==> config.mk <==
export PLATFORM = sky130hd
export DESIGN_NAME = irsc_dev_flat
export DESIGN_NICKNAME = d
export VERILOG_FILES = /design/src/pkg/irsc_pkg.sv /design/src/pkg/irsc_link_if.sv /design/src/rtl/irsc_dev.sv /design/src/flat_wrapper.sv
export SDC_FILE = /design/constraint.sdc
export NUM_CORES = 2
export LEC_CHECK = 0
export ABC_AREA = 1
export BUFFER_PORTS_ARGS = -buffer_cell sky130_fd_sc_hd__buf_2
export CORE_MARGIN = 5
export CORE_UTILIZATION = 56
export DETAILED_ROUTE_END_ITERATION = 12
export GPL_TIMING_DRIVEN = 0
export PLACE_DENSITY = 0.72
export RECOVER_POWER = 25
export SLEW_MARGIN = 10
export SYNTH_ARGS = -nofsm -noshare
export SYNTH_HDL_FRONTEND = slang
export SYNTH_SLANG_ARGS = --single-unit
==> constraint.sdc <==
create_clock -name REF_CLK -period 51.8 [get_ports REF_CLK]
set_input_delay 7.77 -clock REF_CLK [delete_from_list [all_inputs] [get_ports REF_CLK]]
set_output_delay 7.77 -clock REF_CLK [all_outputs]
set_load 0.01 [all_outputs]
==> src/pkg/irsc_pkg.sv <==
// Shared constants for the resizer second channel and its controller
package irsc_pkg;

  // ----------------------------------------------------------------
  // Device register indexes
  // ----------------------------------------------------------------
  localparam logic [4:0] IDX_ENABLE = 5'h00;
  localparam logic [4:0] IDX_SINGLE = 5'h01;
  localparam logic [4:0] IDX_SUBSMP = 5'h02;
  localparam logic [4:0] IDX_IN_VST = 5'h03;
  localparam logic [4:0] IDX_IN_HST = 5'h04;
  localparam logic [4:0] IDX_O_LINES = 5'h05;
  localparam logic [4:0] IDX_O_WIDTH = 5'h06;
  localparam logic [4:0] IDX_V_PH_Y = 5'h07;
  localparam logic [4:0] IDX_V_PH_C = 5'h08;
  localparam logic [4:0] IDX_V_RATIO = 5'h09;
  localparam logic [4:0] IDX_V_METH = 5'h0a;
  localparam logic [4:0] IDX_V_SMOOTH = 5'h0b;
  localparam logic [4:0] IDX_H_PH = 5'h0c;
  localparam logic [4:0] IDX_H_PH_ADJ = 5'h0d;
  localparam logic [4:0] IDX_H_RATIO = 5'h0e;
  localparam logic [4:0] IDX_H_METH = 5'h0f;
  localparam logic [4:0] IDX_DWN = 5'h10;

  // ----------------------------------------------------------------
  // Field widths and reset values
  // ----------------------------------------------------------------
  localparam int POS_W = 13;
  localparam int PH_W = 14;
  localparam int ADJ_W = 9;
  localparam int SMOOTH_W = 6;
  localparam int ACC_W = 22;
  localparam int FRAC_W = 8;
  localparam logic [PH_W-1:0] RATIO_RESET = 14'h0100;
  localparam logic [PH_W-1:0] RATIO_MIN_NORMAL = 14'h0010;
  localparam logic [PH_W-1:0] RATIO_MIN_DOWN = 14'h0100;
  localparam logic [PH_W-1:0] RATIO_MAX = 14'h1000;
  localparam logic [POS_W-1:0] WIDTH_MAX_NORMAL = 13'h0440;
  localparam logic [POS_W-1:0] WIDTH_MAX_DOWN = 13'h0220;

  // ----------------------------------------------------------------
  // Controller APB byte addresses
  // ----------------------------------------------------------------
  localparam logic [7:0] APB_CMD_ADDR = 8'h00;
  localparam logic [7:0] APB_CMD_DATA = 8'h04;
  localparam logic [7:0] APB_CMD_CTRL = 8'h08;
  localparam logic [7:0] APB_CMD_RDATA = 8'h0c;
  localparam logic [7:0] APB_STATUS = 8'h10;
  localparam int CTRL_WR_BIT = 0;
  localparam int CTRL_RD_BIT = 1;

endpackage : irsc_pkg

==> src/pkg/irsc_link_if.sv <==
// Link between the resizer channel and the controller/pixel pipe
`timescale 1ns/1ps
interface irsc_link_if;
  logic reg_wr;
  logic reg_rd;
  logic [4:0] reg_addr;
  logic [31:0] reg_wdata;
  logic [31:0] reg_rdata;
  logic vsync_event;
  logic px_is_422;
  logic px_valid;
  logic px_ready;
  logic [15:0] px_data;
  logic px_line_end;
  logic out_valid;
  logic [7:0] out_y;
  logic [7:0] out_c;
  logic out_y_en;
  logic out_c_en;
  logic out_line_end;
  logic out_frame_end;

  modport dev (
    input reg_wr, reg_rd, reg_addr, reg_wdata, vsync_event, px_is_422,
    input px_valid, px_data, px_line_end,
    output reg_rdata, px_ready, out_valid, out_y, out_c, out_y_en, out_c_en,
    output out_line_end, out_frame_end
  );
  modport host (
    output reg_wr, reg_rd, reg_addr, reg_wdata, vsync_event, px_is_422,
    output px_valid, px_data, px_line_end,
    input reg_rdata, px_ready, out_valid, out_y, out_c, out_y_en, out_c_en,
    input out_line_end, out_frame_end
  );
endinterface : irsc_link_if

==> src/rtl/irsc_dev.sv <==
// Resizer second channel: configuration registers and streaming resizer
`timescale 1ns/1ps
module irsc_dev (
  input wire logic REF_CLK,
  input wire logic RESET,
  irsc_link_if.dev LINK,
  output logic [1:0] V_METHOD,
  output logic [11:0] V_SMOOTH,
  output logic [13:0] V_PHASE_Y,
  output logic [13:0] V_PHASE_C,
  output logic DOWNSCALE,
  output logic FRAME_ACTIVE
);
  import irsc_pkg::*;

  // ----------------------------------------------------------------
  // Helpers
  // ----------------------------------------------------------------
  function automatic logic [PH_W-1:0] eff_ratio(input logic [PH_W-1:0] v, input logic dwn);
    logic [PH_W-1:0] lo;
    lo = dwn ? RATIO_MIN_DOWN : RATIO_MIN_NORMAL;
    if (v < lo) begin
      eff_ratio = lo;
    end else if (v > RATIO_MAX) begin
      eff_ratio = RATIO_MAX;
    end else begin
      eff_ratio = v;
    end
  endfunction : eff_ratio

  // Catmull-Rom when cubic, else 2-tap between p1 and p2
  function automatic logic [7:0] interp(input logic [31:0] p, input logic [7:0] f,
                                        input logic linear);
    logic signed [21:0] t;
    logic signed [21:0] t2;
    logic signed [21:0] t3;
    logic signed [21:0] acc;
    t = {14'h0000, f};
    t2 = (t * t) >>> 8;
    t3 = (t2 * t) >>> 8;
    if (linear) begin
      acc = (22'sd256 - t) * $signed({14'h0000, p[15:8]}) + t * $signed({14'h0000, p[23:16]});
    end else begin
      acc = ((-t3 + 22'sd2 * t2 - t) >>> 1) * $signed({14'h0000, p[7:0]})
          + ((22'sd3 * t3 - 22'sd5 * t2 + 22'sd512) >>> 1) * $signed({14'h0000, p[15:8]})
          + ((-(22'sd3 * t3) + 22'sd4 * t2 + t) >>> 1) * $signed({14'h0000, p[23:16]})
          + ((t3 - t2) >>> 1) * $signed({14'h0000, p[31:24]});
    end
    acc = acc >>> 8;
    if (acc < 0) begin
      interp = 8'h00;
    end else if (acc > 22'sd255) begin
      interp = 8'hff;
    end else begin
      interp = acc[7:0];
    end
  endfunction : interp

  // ----------------------------------------------------------------
  // Registers
  // ----------------------------------------------------------------
  logic enable_q, single_q, y_en_q, c_en_q, dwn_q;
  logic [POS_W-1:0] vst_q, lines_q;
  logic [POS_W-2:0] hst_q, width_q;
  logic [PH_W-1:0] vph_y_q, vph_c_q, vratio_q, hph_q, hratio_q;
  logic [ADJ_W-1:0] hadj_q;
  logic [1:0] vmeth_q, hmeth_q;
  logic [SMOOTH_W-1:0] vsm_y_q, vsm_c_q;
  logic [31:0] rdata_q;
  logic wr_en;
  logic [31:0] wd;

  assign wr_en = LINK.reg_wr;
  assign wd = LINK.reg_wdata;

  always_ff @(posedge REF_CLK) begin
    if (RESET) begin
      enable_q <= 1'b0;
    end else if (wr_en && LINK.reg_addr == IDX_ENABLE) begin
      enable_q <= wd[0];
    end else if (LINK.vsync_event && single_q) begin
      enable_q <= 1'b0;
    end
  end

  always_ff @(posedge REF_CLK) begin
    if (RESET) begin
      single_q <= 1'b0;
      y_en_q <= 1'b0;
      c_en_q <= 1'b0;
      vst_q <= '0;
      hst_q <= '0;
      lines_q <= '0;
      width_q <= '0;
      vph_y_q <= '0;
      vph_c_q <= '0;
      vratio_q <= RATIO_RESET;
      vmeth_q <= 2'h0;
      vsm_y_q <= '0;
      vsm_c_q <= '0;
      hph_q <= '0;
      hadj_q <= '0;
      hratio_q <= RATIO_RESET;
      hmeth_q <= 2'h0;
      dwn_q <= 1'b0;
    end else if (wr_en) begin
      case (LINK.reg_addr)
        IDX_SINGLE: single_q <= wd[0];
        IDX_SUBSMP: begin
          y_en_q <= wd[0];
          c_en_q <= wd[1];
        end
        IDX_IN_VST: vst_q <= wd[12:0];
        IDX_IN_HST: hst_q <= wd[12:1];
        IDX_O_LINES: lines_q <= wd[12:0];
        IDX_O_WIDTH: width_q <= wd[12:1];
        IDX_V_PH_Y: vph_y_q <= wd[13:0];
        IDX_V_PH_C: vph_c_q <= wd[13:0];
        IDX_V_RATIO: vratio_q <= wd[13:0];
        IDX_V_METH: vmeth_q <= wd[1:0];
        IDX_V_SMOOTH: begin
          vsm_y_q <= wd[5:0];
          vsm_c_q <= wd[11:6];
        end
        IDX_H_PH: hph_q <= wd[13:0];
        IDX_H_PH_ADJ: hadj_q <= wd[8:0];
        IDX_H_RATIO: hratio_q <= wd[13:0];
        IDX_H_METH: hmeth_q <= wd[1:0];
        IDX_DWN: dwn_q <= wd[0];
        default: ;
      endcase
    end
  end

  // Reserved bits are not stored and read back as zero
  always_ff @(posedge REF_CLK) begin
    if (RESET) begin
      rdata_q <= '0;
    end else if (LINK.reg_rd) begin
      case (LINK.reg_addr)
        IDX_ENABLE: rdata_q <= {31'h0, enable_q};
        IDX_SINGLE: rdata_q <= {31'h0, single_q};
        IDX_SUBSMP: rdata_q <= {30'h0, c_en_q, y_en_q};
        IDX_IN_VST: rdata_q <= {19'h0, vst_q};
        IDX_IN_HST: rdata_q <= {19'h0, hst_q, 1'b0};
        IDX_O_LINES: rdata_q <= {19'h0, lines_q};
        IDX_O_WIDTH: rdata_q <= {19'h0, width_q, 1'b0};
        IDX_V_PH_Y: rdata_q <= {18'h0, vph_y_q};
        IDX_V_PH_C: rdata_q <= {18'h0, vph_c_q};
        IDX_V_RATIO: rdata_q <= {18'h0, vratio_q};
        IDX_V_METH: rdata_q <= {30'h0, vmeth_q};
        IDX_V_SMOOTH: rdata_q <= {20'h0, vsm_c_q, vsm_y_q};
        IDX_H_PH: rdata_q <= {18'h0, hph_q};
        IDX_H_PH_ADJ: rdata_q <= {23'h0, hadj_q};
        IDX_H_RATIO: rdata_q <= {18'h0, hratio_q};
        IDX_H_METH: rdata_q <= {30'h0, hmeth_q};
        IDX_DWN: rdata_q <= {31'h0, dwn_q};
        default: rdata_q <= '0;
      endcase
    end
  end

  assign LINK.reg_rdata = rdata_q;
  // The vertical filter bank downstream consumes these settings
  assign V_METHOD = vmeth_q;
  assign V_SMOOTH = {vsm_c_q, vsm_y_q};
  assign V_PHASE_C = vph_c_q;
  assign V_PHASE_Y = vph_y_q;
  assign DOWNSCALE = dwn_q;

  // ----------------------------------------------------------------
  // Frame, line and pixel tracking
  // ----------------------------------------------------------------
  logic active_q, fdone_q;
  logic [POS_W-1:0] in_line_q, in_pix_q, out_line_q, out_pix_q, max_w;
  logic [ACC_W-1:0] v_acc_q, h_acc_q, c_acc_q, h_load, c_load;
  logic [POS_W+1:0] rcv_q;
  logic [31:0] hy_q, hc_q;
  logic [PH_W-1:0] vr_eff, hr_eff;
  logic line_hit, take_px, store_px, emit, last_px, line_done;
  logic [POS_W-1:0] rel_line, w_eff;

  assign vr_eff = eff_ratio(vratio_q, dwn_q);
  assign hr_eff = eff_ratio(hratio_q, dwn_q);
  assign max_w = dwn_q ? WIDTH_MAX_DOWN : WIDTH_MAX_NORMAL;
  assign w_eff = ({width_q, 1'b0} > max_w) ? max_w : {width_q, 1'b0};
  assign h_load = {8'h00, hph_q} + {13'h0000, hadj_q};
  assign c_load = {8'h00, hph_q};
  assign rel_line = in_line_q - vst_q;
  // Only one output line per input line: repeated lines for vertical
  // upscaling need the line store of the vertical filter stage.
  assign line_hit = active_q && !fdone_q && (in_line_q >= vst_q)
                  && (v_acc_q[ACC_W-1:FRAC_W] <= {1'b0, rel_line});
  assign emit = line_hit && (out_pix_q <= w_eff)
              && ({2'b00, h_acc_q[ACC_W-1:FRAC_W]} + 16'd3 <= {1'b0, rcv_q});
  assign LINK.px_ready = !emit; // Stalls the pipe in every cycle that emits an output pixel
  assign take_px = LINK.px_valid && !emit;
  assign store_px = take_px && line_hit && (in_pix_q >= {hst_q, 1'b0});
  assign line_done = take_px && LINK.px_line_end;
  assign last_px = emit && (out_pix_q == w_eff);
  assign FRAME_ACTIVE = active_q;

  always_ff @(posedge REF_CLK) begin
    if (RESET) begin
      active_q <= 1'b0;
      fdone_q <= 1'b0;
      in_line_q <= '0;
      out_line_q <= '0;
      v_acc_q <= '0;
    end else if (LINK.vsync_event) begin
      active_q <= enable_q;
      fdone_q <= 1'b0;
      in_line_q <= '0;
      out_line_q <= '0;
      v_acc_q <= {8'h00, vph_y_q};
    end else if (line_done) begin
      in_line_q <= in_line_q + 13'h0001;
      if (line_hit) begin
        v_acc_q <= v_acc_q + {8'h00, vr_eff};
        out_line_q <= out_line_q + 13'h0001;
        fdone_q <= (out_line_q == lines_q);
      end
    end
  end

  always_ff @(posedge REF_CLK) begin
    if (RESET) begin
      in_pix_q <= '0;
      rcv_q <= '0;
      out_pix_q <= '0;
      h_acc_q <= '0;
      c_acc_q <= '0;
      hy_q <= '0;
      hc_q <= '0;
    end else if (LINK.vsync_event || line_done) begin
      in_pix_q <= '0;
      rcv_q <= '0;
      out_pix_q <= '0;
      h_acc_q <= h_load;
      c_acc_q <= c_load;
    end else if (emit) begin
      h_acc_q <= h_acc_q + {8'h00, hr_eff};
      c_acc_q <= c_acc_q + {8'h00, hr_eff};
      out_pix_q <= out_pix_q + 13'h0001;
    end else if (take_px) begin
      in_pix_q <= in_pix_q + 13'h0001;
      if (store_px) begin
        rcv_q <= rcv_q + 15'h0001;
        // First sample fills all taps so the left edge is replicated
        hy_q <= (rcv_q == '0) ? {4{LINK.px_data[15:8]}} : {LINK.px_data[15:8], hy_q[31:8]};
        hc_q <= (rcv_q == '0) ? {4{LINK.px_data[7:0]}} : {LINK.px_data[7:0], hc_q[31:8]};
      end
    end
  end

  // ----------------------------------------------------------------
  // Output stage
  // ----------------------------------------------------------------
  logic conv, y_out, c_out;
  logic ov_q, oy_en_q, oc_en_q, ole_q, ofe_q;
  logic [7:0] oy_q, oc_q;

  assign conv = LINK.px_is_422 && (y_en_q || c_en_q);
  assign y_out = !conv || y_en_q;
  assign c_out = !conv || (c_en_q && !out_line_q[0]);

  always_ff @(posedge REF_CLK) begin
    if (RESET) begin
      ov_q <= 1'b0;
      oy_q <= 8'h00;
      oc_q <= 8'h00;
      oy_en_q <= 1'b0;
      oc_en_q <= 1'b0;
      ole_q <= 1'b0;
      ofe_q <= 1'b0;
    end else begin
      // Every output slot is flagged so line and frame ends always ride on a pixel
      ov_q <= emit;
      ole_q <= last_px;
      ofe_q <= last_px && (out_line_q == lines_q);
      if (emit) begin
        oy_q <= interp(hy_q, h_acc_q[FRAC_W-1:0], hmeth_q[0]);
        oc_q <= interp(hc_q, c_acc_q[FRAC_W-1:0], hmeth_q[1]);
        oy_en_q <= y_out;
        oc_en_q <= c_out;
      end
    end
  end

  assign LINK.out_valid = ov_q;
  assign LINK.out_y = oy_q;
  assign LINK.out_c = oc_q;
  assign LINK.out_y_en = oy_en_q;
  assign LINK.out_c_en = oc_en_q;
  assign LINK.out_line_end = ole_q;
  assign LINK.out_frame_end = ofe_q;

endmodule : irsc_dev

==> src/flat_wrapper.sv <==
// flat-port wrapper written by rule: the top's interface ports become plain ports
module irsc_dev_flat import irsc_pkg::*;
  (REF_CLK, RESET, V_METHOD, V_SMOOTH, V_PHASE_Y, V_PHASE_C, DOWNSCALE, FRAME_ACTIVE, LINK_reg_wr, LINK_reg_rd, LINK_reg_addr, LINK_reg_wdata, LINK_vsync_event, LINK_px_is_422, LINK_px_valid, LINK_px_data, LINK_px_line_end, LINK_reg_rdata, LINK_px_ready, LINK_out_valid, LINK_out_y, LINK_out_c, LINK_out_y_en, LINK_out_c_en, LINK_out_line_end, LINK_out_frame_end);
  irsc_link_if LINK_i ();
  input wire logic REF_CLK;
  input wire logic RESET;
  output logic [1:0] V_METHOD;
  output logic [11:0] V_SMOOTH;
  output logic [13:0] V_PHASE_Y;
  output logic [13:0] V_PHASE_C;
  output logic DOWNSCALE;
  output logic FRAME_ACTIVE;
  input wire logic [$bits(LINK_i.reg_wr)-1:0] LINK_reg_wr;
  input wire logic [$bits(LINK_i.reg_rd)-1:0] LINK_reg_rd;
  input wire logic [$bits(LINK_i.reg_addr)-1:0] LINK_reg_addr;
  input wire logic [$bits(LINK_i.reg_wdata)-1:0] LINK_reg_wdata;
  input wire logic [$bits(LINK_i.vsync_event)-1:0] LINK_vsync_event;
  input wire logic [$bits(LINK_i.px_is_422)-1:0] LINK_px_is_422;
  input wire logic [$bits(LINK_i.px_valid)-1:0] LINK_px_valid;
  input wire logic [$bits(LINK_i.px_data)-1:0] LINK_px_data;
  input wire logic [$bits(LINK_i.px_line_end)-1:0] LINK_px_line_end;
  output wire logic [$bits(LINK_i.reg_rdata)-1:0] LINK_reg_rdata;
  output wire logic [$bits(LINK_i.px_ready)-1:0] LINK_px_ready;
  output wire logic [$bits(LINK_i.out_valid)-1:0] LINK_out_valid;
  output wire logic [$bits(LINK_i.out_y)-1:0] LINK_out_y;
  output wire logic [$bits(LINK_i.out_c)-1:0] LINK_out_c;
  output wire logic [$bits(LINK_i.out_y_en)-1:0] LINK_out_y_en;
  output wire logic [$bits(LINK_i.out_c_en)-1:0] LINK_out_c_en;
  output wire logic [$bits(LINK_i.out_line_end)-1:0] LINK_out_line_end;
  output wire logic [$bits(LINK_i.out_frame_end)-1:0] LINK_out_frame_end;
  assign LINK_i.reg_wr = LINK_reg_wr;
  assign LINK_i.reg_rd = LINK_reg_rd;
  assign LINK_i.reg_addr = LINK_reg_addr;
  assign LINK_i.reg_wdata = LINK_reg_wdata;
  assign LINK_i.vsync_event = LINK_vsync_event;
  assign LINK_i.px_is_422 = LINK_px_is_422;
  assign LINK_i.px_valid = LINK_px_valid;
  assign LINK_i.px_data = LINK_px_data;
  assign LINK_i.px_line_end = LINK_px_line_end;
  assign LINK_reg_rdata = LINK_i.reg_rdata;
  assign LINK_px_ready = LINK_i.px_ready;
  assign LINK_out_valid = LINK_i.out_valid;
  assign LINK_out_y = LINK_i.out_y;
  assign LINK_out_c = LINK_i.out_c;
  assign LINK_out_y_en = LINK_i.out_y_en;
  assign LINK_out_c_en = LINK_i.out_c_en;
  assign LINK_out_line_end = LINK_i.out_line_end;
  assign LINK_out_frame_end = LINK_i.out_frame_end;
  irsc_dev u_core (.REF_CLK(REF_CLK), .RESET(RESET), .LINK(LINK_i), .V_METHOD(V_METHOD), .V_SMOOTH(V_SMOOTH), .V_PHASE_Y(V_PHASE_Y), .V_PHASE_C(V_PHASE_C), .DOWNSCALE(DOWNSCALE), .FRAME_ACTIVE(FRAME_ACTIVE));
endmodule
* After elaboration in Yosys (flattened, before gate mapping)
Index checks and enable logic that the tools add are counted.
** Word-level totals
- Output and inout bits :: 98
- Word-level logic and storage cells :: 215
- Bits in writable memories :: 0
- Memory bits (read-only) :: 0
- Bits in registers :: 402
- Memories :: 0
- Bits in latches :: 0
- Input bits :: 61
** Cells by class
- Multiplexer cells :: 29
- $mul :: 20
- Add/sub/neg operators :: 39
- Magnitude comparators :: 14
- Reductions and logical operators :: 52
- Divide/modulo/power cells :: 0
- Bitwise gates (word level) :: 2
- Shift-type cells :: 0
- Eq/ne operators :: 18
** Operators by type and width (count)
- $pmux W14 S17 :: 1
- $add A22 B22 Y22 :: 8
- $mux W22 :: 8
- $mul A21 B9 Y22 :: 6
- $mux W14 :: 9
- $mul A8 B8 Y16 :: 6
- $add A22 B14 Y22 :: 3
- $add A13 B1 Y13 const B :: 4
- $mux W24 :: 2
- $add A22 B11 Y22 const B :: 2
- $add A22 B15 Y22 :: 2
- $add A22 B16 Y22 :: 2
- $add A22 B9 Y22 :: 2
- $mul A14 B9 Y22 :: 2
- $mul A22 B9 Y22 :: 2
- $neg A14 Y22 :: 2
- $neg A22 Y22 :: 2
- $sub A22 B22 Y22 :: 2
- $sub A22 B9 Y22 :: 2
- $eq A5 B4 Y1 const B :: 8
- $reduce_and A2 Y1 :: 19
- $mul A4 B14 Y18 const A :: 2
- $mul A3 B14 Y17 const A :: 2
- $mux W8 :: 4
- 34 further kinds :: 72

* Logic depth before layout (Yosys ltp)
- Word-level depth :: 15
- Gate-level depth with buffers :: 96
- Gate-level depth less buffers :: 95

* Least setup slack after synthesis
OpenSTA, ideal clock, no wires.
- Path kind :: register to register
- Start point :: register u_core.c_acc_q[6]
- End point :: register u_core.oc_q[3] (netlist: u_core.LINK.out_c[3])
- Required time :: 51.668 ns
- Path slack :: 34.172 ns
- Cell stages (with the launch flop) :: 89
- Arrival :: 17.495 ns
- Library setup time :: 0.132 ns
- Cell sequence :: dfxtp_1 > clkbuf_1 > buf_1 > nand2_1 > inv_1 > fa_1 > fa_1 > inv_1 > fa_1 > inv_1 > fa_1 > ha_1 > a21oi_1 > o21a_1 > nand2_1 > nand2_2 > nand2_1 > a21o_1 > [... 53 more ...] > fa_1 > fa_1 > fa_1 > inv_1 > fa_1 > inv_1 > ha_1 > a21oi_1 > o21ai_0 > a21oi_1 > nand2_1 > nand2_1 > o211ai_1 > or2_2 > nand3_1 > nand2_1 > o311ai_1 > a21oi_1
** On the way
- Cells in the longest elaborated chain, start to end :: 15
- Elaborated cells on any way between the ends :: 31
- Classes of those cells :: 14 x add/sub; 10 x mul; 2 x order compare; 5 x mux
** RTL lines
- from (decl) :: RTL line irsc_dev.sv:176 : logic [ACC_W-1:0] v_acc_q, h_acc_q, c_acc_q, h_load, c_load;
- from (signal assigned) :: RTL line irsc_dev.sv:240 : c_acc_q <= c_load;
- from (signal assigned) :: RTL line irsc_dev.sv:243 : c_acc_q <= c_acc_q + {8'h00, hr_eff};
- $mul A8 B8 Y16 :: RTL line irsc_dev.sv:39 : t2 = (t * t) >>> 8;
- $mul A8 B8 Y16 :: RTL line irsc_dev.sv:40 : t3 = (t2 * t) >>> 8;
- $mul A3 B14 Y17 or $neg A14 Y22 (tied branches) :: RTL line irsc_dev.sv:45, irsc_dev.sv:46, irsc_dev.sv:44
- $sub A22 B22 Y22, or another cell as far along :: RTL line irsc_dev.sv:45 : + ((22'sd3 * t3 - 22'sd5 * t2 + 22'sd512) >>> 1) * $signed({14'h0000, p[15:8]})
- $add A22 B11 Y22, or another cell as far along :: RTL line irsc_dev.sv:45
- $mul A21 B9 Y22, or another cell as far along :: RTL line irsc_dev.sv:45
- $add A22 B22 Y22 or $mul A21 B9 Y22 (tied branches) :: RTL line irsc_dev.sv:45, irsc_dev.sv:46
- $add A22 B22 Y22 :: RTL line irsc_dev.sv:46 : + ((-(22'sd3 * t3) + 22'sd4 * t2 + t) >>> 1) * $signed({14'h0000, p[23:16]})
- $add A22 B22 Y22 :: RTL line irsc_dev.sv:47 : + ((t3 - t2) >>> 1) * $signed({14'h0000, p[31:24]});
- $mux W22 (*) :: RTL line irsc_dev.sv:41 : if (linear) begin
- $mux W22 (*) :: RTL line irsc_dev.sv:281 : if (emit) begin
- $mux W22 (*) :: RTL line irsc_dev.sv:268 : if (RESET) begin
- $gt A14 B9 Y1 :: RTL line irsc_dev.sv:52 : end else if (acc > 22'sd255) begin
- $mux W8 :: RTL line irsc_dev.sv:52
- $mux W8 (*) :: RTL line irsc_dev.sv:50 : if (acc < 0) begin
- to (signal assigned) :: RTL line irsc_dev.sv:283 : oc_q <= interp(hc_q, c_acc_q[FRAC_W-1:0], hmeth_q[1]);
- to (decl) :: RTL line irsc_dev.sv:261 : logic [7:0] oy_q, oc_q;
Every way passes the cells marked *; elsewhere a longest branch is shown, timed or not. The select of a mux whose other input is x is not followed.
A chain may end at the register's enable or synchronous reset.

* Worst setup path in the final report
- Start point :: register u_core.h_acc_q[3]
- End point :: register u_core.oy_q[3] (netlist: u_core.LINK.out_y[3])
** On the way
- Cells in the longest elaborated chain, start to end :: 15
- Elaborated cells on any way between the ends :: 31
- Classes of those cells :: 14 x add/sub; 10 x mul; 2 x order compare; 5 x mux
** RTL lines
- from (decl) :: RTL line irsc_dev.sv:176
- from (signal assigned) :: RTL line irsc_dev.sv:239 : h_acc_q <= h_load;
- from (signal assigned) :: RTL line irsc_dev.sv:242 : h_acc_q <= h_acc_q + {8'h00, hr_eff};
- $mul A8 B8 Y16 :: RTL line irsc_dev.sv:39
- $mul A8 B8 Y16 :: RTL line irsc_dev.sv:40
- $mul A3 B14 Y17 or $neg A14 Y22 (tied branches) :: RTL line irsc_dev.sv:45, irsc_dev.sv:46, irsc_dev.sv:44
- $sub A22 B22 Y22, or another cell as far along :: RTL line irsc_dev.sv:45
- $add A22 B11 Y22, or another cell as far along :: RTL line irsc_dev.sv:45
- $mul A21 B9 Y22, or another cell as far along :: RTL line irsc_dev.sv:45
- $add A22 B22 Y22 or $mul A21 B9 Y22 (tied branches) :: RTL line irsc_dev.sv:45, irsc_dev.sv:46
- $add A22 B22 Y22 :: RTL line irsc_dev.sv:46
- $add A22 B22 Y22 :: RTL line irsc_dev.sv:47
- $mux W22 (*) :: RTL line irsc_dev.sv:41
- $mux W22 (*) :: RTL line irsc_dev.sv:281
- $mux W22 (*) :: RTL line irsc_dev.sv:268
- $gt A14 B9 Y1 :: RTL line irsc_dev.sv:52
- $mux W8 :: RTL line irsc_dev.sv:52
- $mux W8 (*) :: RTL line irsc_dev.sv:50
- to (signal assigned) :: RTL line irsc_dev.sv:282 : oy_q <= interp(hy_q, h_acc_q[FRAC_W-1:0], hmeth_q[0]);
- to (decl) :: RTL line irsc_dev.sv:261
Marked as above.

==> metrics <==
CTS clk-pin slew, worst paths=0.07 ns; PwrDens=23.0 mW/mm2; critical path's slowest cell=o311ai_1; Syn Area/Cell=7.69 um2; DR iter-0 viols=5,963; clock buffer depth=3; total setup buffers inserted after CTS=0; VDD IR max=0.0000380 V; CP required=52.25 ns; Root Driver=clkbuf_16; initial antenna violation count=6; failing checks=capacitance limit, slew limit; DRC violations left=0; remaining antenna violation count=0; top post-synthesis cells by area=fa_1, ha_1, inv_1, dfxtp_1, nand2_1; Die Ht=373 um; IO Port Bufs=116; #FFs+latches synth=370; core area=0.131 mm2; most frequent cell on the critical path=fa_1; status=finished, violations left; worst path arrival time=22.61 ns; largest net degree at the start of global routing=15; I/O pin total=159; number of global-route vias before repair=63,500; Initial Util=56.2%; Fmax=45.1 MHz; Post-Synthesis Cells=9,584; Final Hold Vio Count=0; clock latency on the worst-skew pair=0.64 ns; fin util=59.5%; area of the multi-input gates=0.0558 mm2; CTS Buf Count=42; max-slew violation count=11; first-pass GRT wire length=364,000 um; area grow syn2layout=5.77%; max cap viols=1; worst path bufs/invs=21; Final Hold Slack=0.464 ns; via count=63,500; synth cell count leaders=inv_1, nand2_1, fa_1, nor2_1, ha_1; EDFF count, synth=0; full die area=0.139 mm2; vias per std cell=5.50; CP Capture Type=flip-flop; # hold bufs at CTS=0; internal power=850 uW; layout cell share with drive strength beyond 1=4.01%; CP max stage delay=1.17 ns; Comb pwr share=64.2%; count leader, synth=inv_1; Net Sw Frac=52.7%; worst hold path class=reg2reg; Reg2Reg Setup Slack=29.63 ns; Max transition margin=-3.23%; CP top delay family=adder cells; Sequential Area=0.00741 mm2; final worst-path cycle share=42.8%; RSZ-0062 raised after global routing=no; CTS tree=built; Final Skew=0.0564 ns; Period minus WS final=22.17 ns; Synth top area share=31.9%; post-cts repair resize count=0; GR Util All Layers=33.6%; Flop pwr share=16.6%; # nets final=11,900; DP HPWL=202,000 um; Synth Cell Area=0.0737 mm2; DRT Pass-1 Iters=9; critical path launch point type=flip-flop; Psw=946 uW; total gr overflow=0; worst slew pin tran=1.55 ns; clock network power share=19.2%; Main synth FF type=dfxtp_1; Netlist cell types=80; Setup Viol. Count Final=0; leakage=0.0407 uW; leading area contributor after synthesis=fa_1; CTS Sinks=370; Final GP Congestion=1.06; crit-path max FO=10; htree depth=2; wirelength, routed=236,000 um; Async SR Flop Fraction=0%; setup tns final=0 ns; post-synthesis sequential area ratio=10.0%; critical path class=reg2reg; FP Rows=133; Die Width=373 um; Total Power=1800 uW; Fill cells=12,400; Yosys Warn Count=0; drt wl/cell=20.4 um
[power by group through the flow]
stage	Clock (uW)	Combinational, uW	Sequential, uW
global placement	0	1110	304
floorplan	0	754	301
CTS	345	1140	298
finish	344	1150	298
detailed placement	0	1130	304
global route	357	1270	299
[placed cells by master (no fill, tap or decap), drive strengths merged, types with 37 or more instances in the layout]
cell and n:
a21oi 564, buf 142, clkbuf 341, dfxtp 370, fa 1175, ha 854
inv 2413, nand2 1523, nand3 234, nand4 37, nor2 986, nor3 99
o21ai 408, o21bai 39, o22ai 44, or2 51, xnor2 83, xor2 185
[stage by stage]
stage	cells	instance area [um2]	setup WS, ns
3_3_place_gp	11500	76600	30.17
6_report	11600	78000	29.63
4_1_cts	11600	78100	29.84
5_1_grt	11600	78000	28.50
3_5_place_dp	11500	76600	29.91
2_1_floorplan	9604	73800	34.17
[cell families (layout without fill, tap and decap cells)]
family,after synthesis,count (layout),synth area share [%]
buffers and inverters,2745,2936,14.4
adders and majority gates,2029,2029,46.4
other,2,27,0.0102
DFF,370,370,10.0
xor gates and xnor gates,269,269,3.23
and+or+nand+nor,2972,2972,16.7
AOI/OAI and AO/OA,1197,1197,9.25
[final timing paths]
check | endpoint | cells past startpoint | startpoint
min reg2reg | u_core.LINK.out_y[3]$_SDFFE_PP0P_ | 2 | u_core.LINK.out_y[3]$_SDFFE_PP0P_
max | u_core.LINK.out_y[3]$_SDFFE_PP0P_ | 83 | u_core.h_acc_q[3]$_SDFFE_PP0N_
min | u_core.LINK.out_y[3]$_SDFFE_PP0P_ | 2 | u_core.LINK.out_y[3]$_SDFFE_PP0P_
max reg2reg | u_core.LINK.out_y[3]$_SDFFE_PP0P_ | 83 | u_core.h_acc_q[3]$_SDFFE_PP0N_
[flip-flops by register name (all words and copies together), names as in the netlist, 8 cells and up]
register / flops
u_core.in_line_q: 13
u_core.out_pix_q: 13
u_core.V_PHASE_C: 14
u_core.vratio_q: 14
u_core.rcv_q: 15
u_core.hy_q: 32
u_core.c_acc_q: 8
u_core.vst_q: 13
u_core.out_line_q: 13
u_core.h_acc_q: 22
u_core.in_pix_q: 13
u_core.width_q: 12
u_core.LINK.out_y: 8
u_core.lines_q: 13
u_core.hc_q: 32
u_core.V_PHASE_Y: 14
u_core.hst_q: 12
u_core.LINK.reg_rdata: 14
u_core.hadj_q: 9
u_core.LINK.out_c: 8
u_core.hph_q: 14
u_core.hratio_q: 14
u_core.v_acc_q: 22
[metal layers]
layer / share of wire (%) / track usage (%) / vias to the layer above / wire (um)
li1: - / - / 29300 / -
met1: 40 / 44.7 / 30900 / 94900
met2: 45 / 54.0 / 2685 / 106000
met3: 8.4 / 4.74 / 606 / 19700
met4: 6.4 / 17.2 / 2 / 15000
met5: 0.0047 / 0 / - / 11
[layout make-up]
cell class	count	share of cell area, %
Multi-Input combinational cell	6489	71.5
Inverter	2433	11.7
Sequential cell	370	9.50
Tap cell	1755	2.82
Buffer	312	1.80
Clock buffer	54	1.48
Timing Repair Buffer	117	0.679
Clock inverter	20	0.489
Antenna cell	5	0.0160
[worst register-to-register path: cells and delay by family, from the launching register on]
family	cells	cell delay (ns)
adders and majority gates	24	10.69
AOI/OAI and AO/OA	13	3.75
and+or+nand+nor	23	3.34
buffers and inverters	21	2.96
xor gates and xnor gates	2	0.66
DFF	1	0.60
Power figures use the tool's default switching activity.
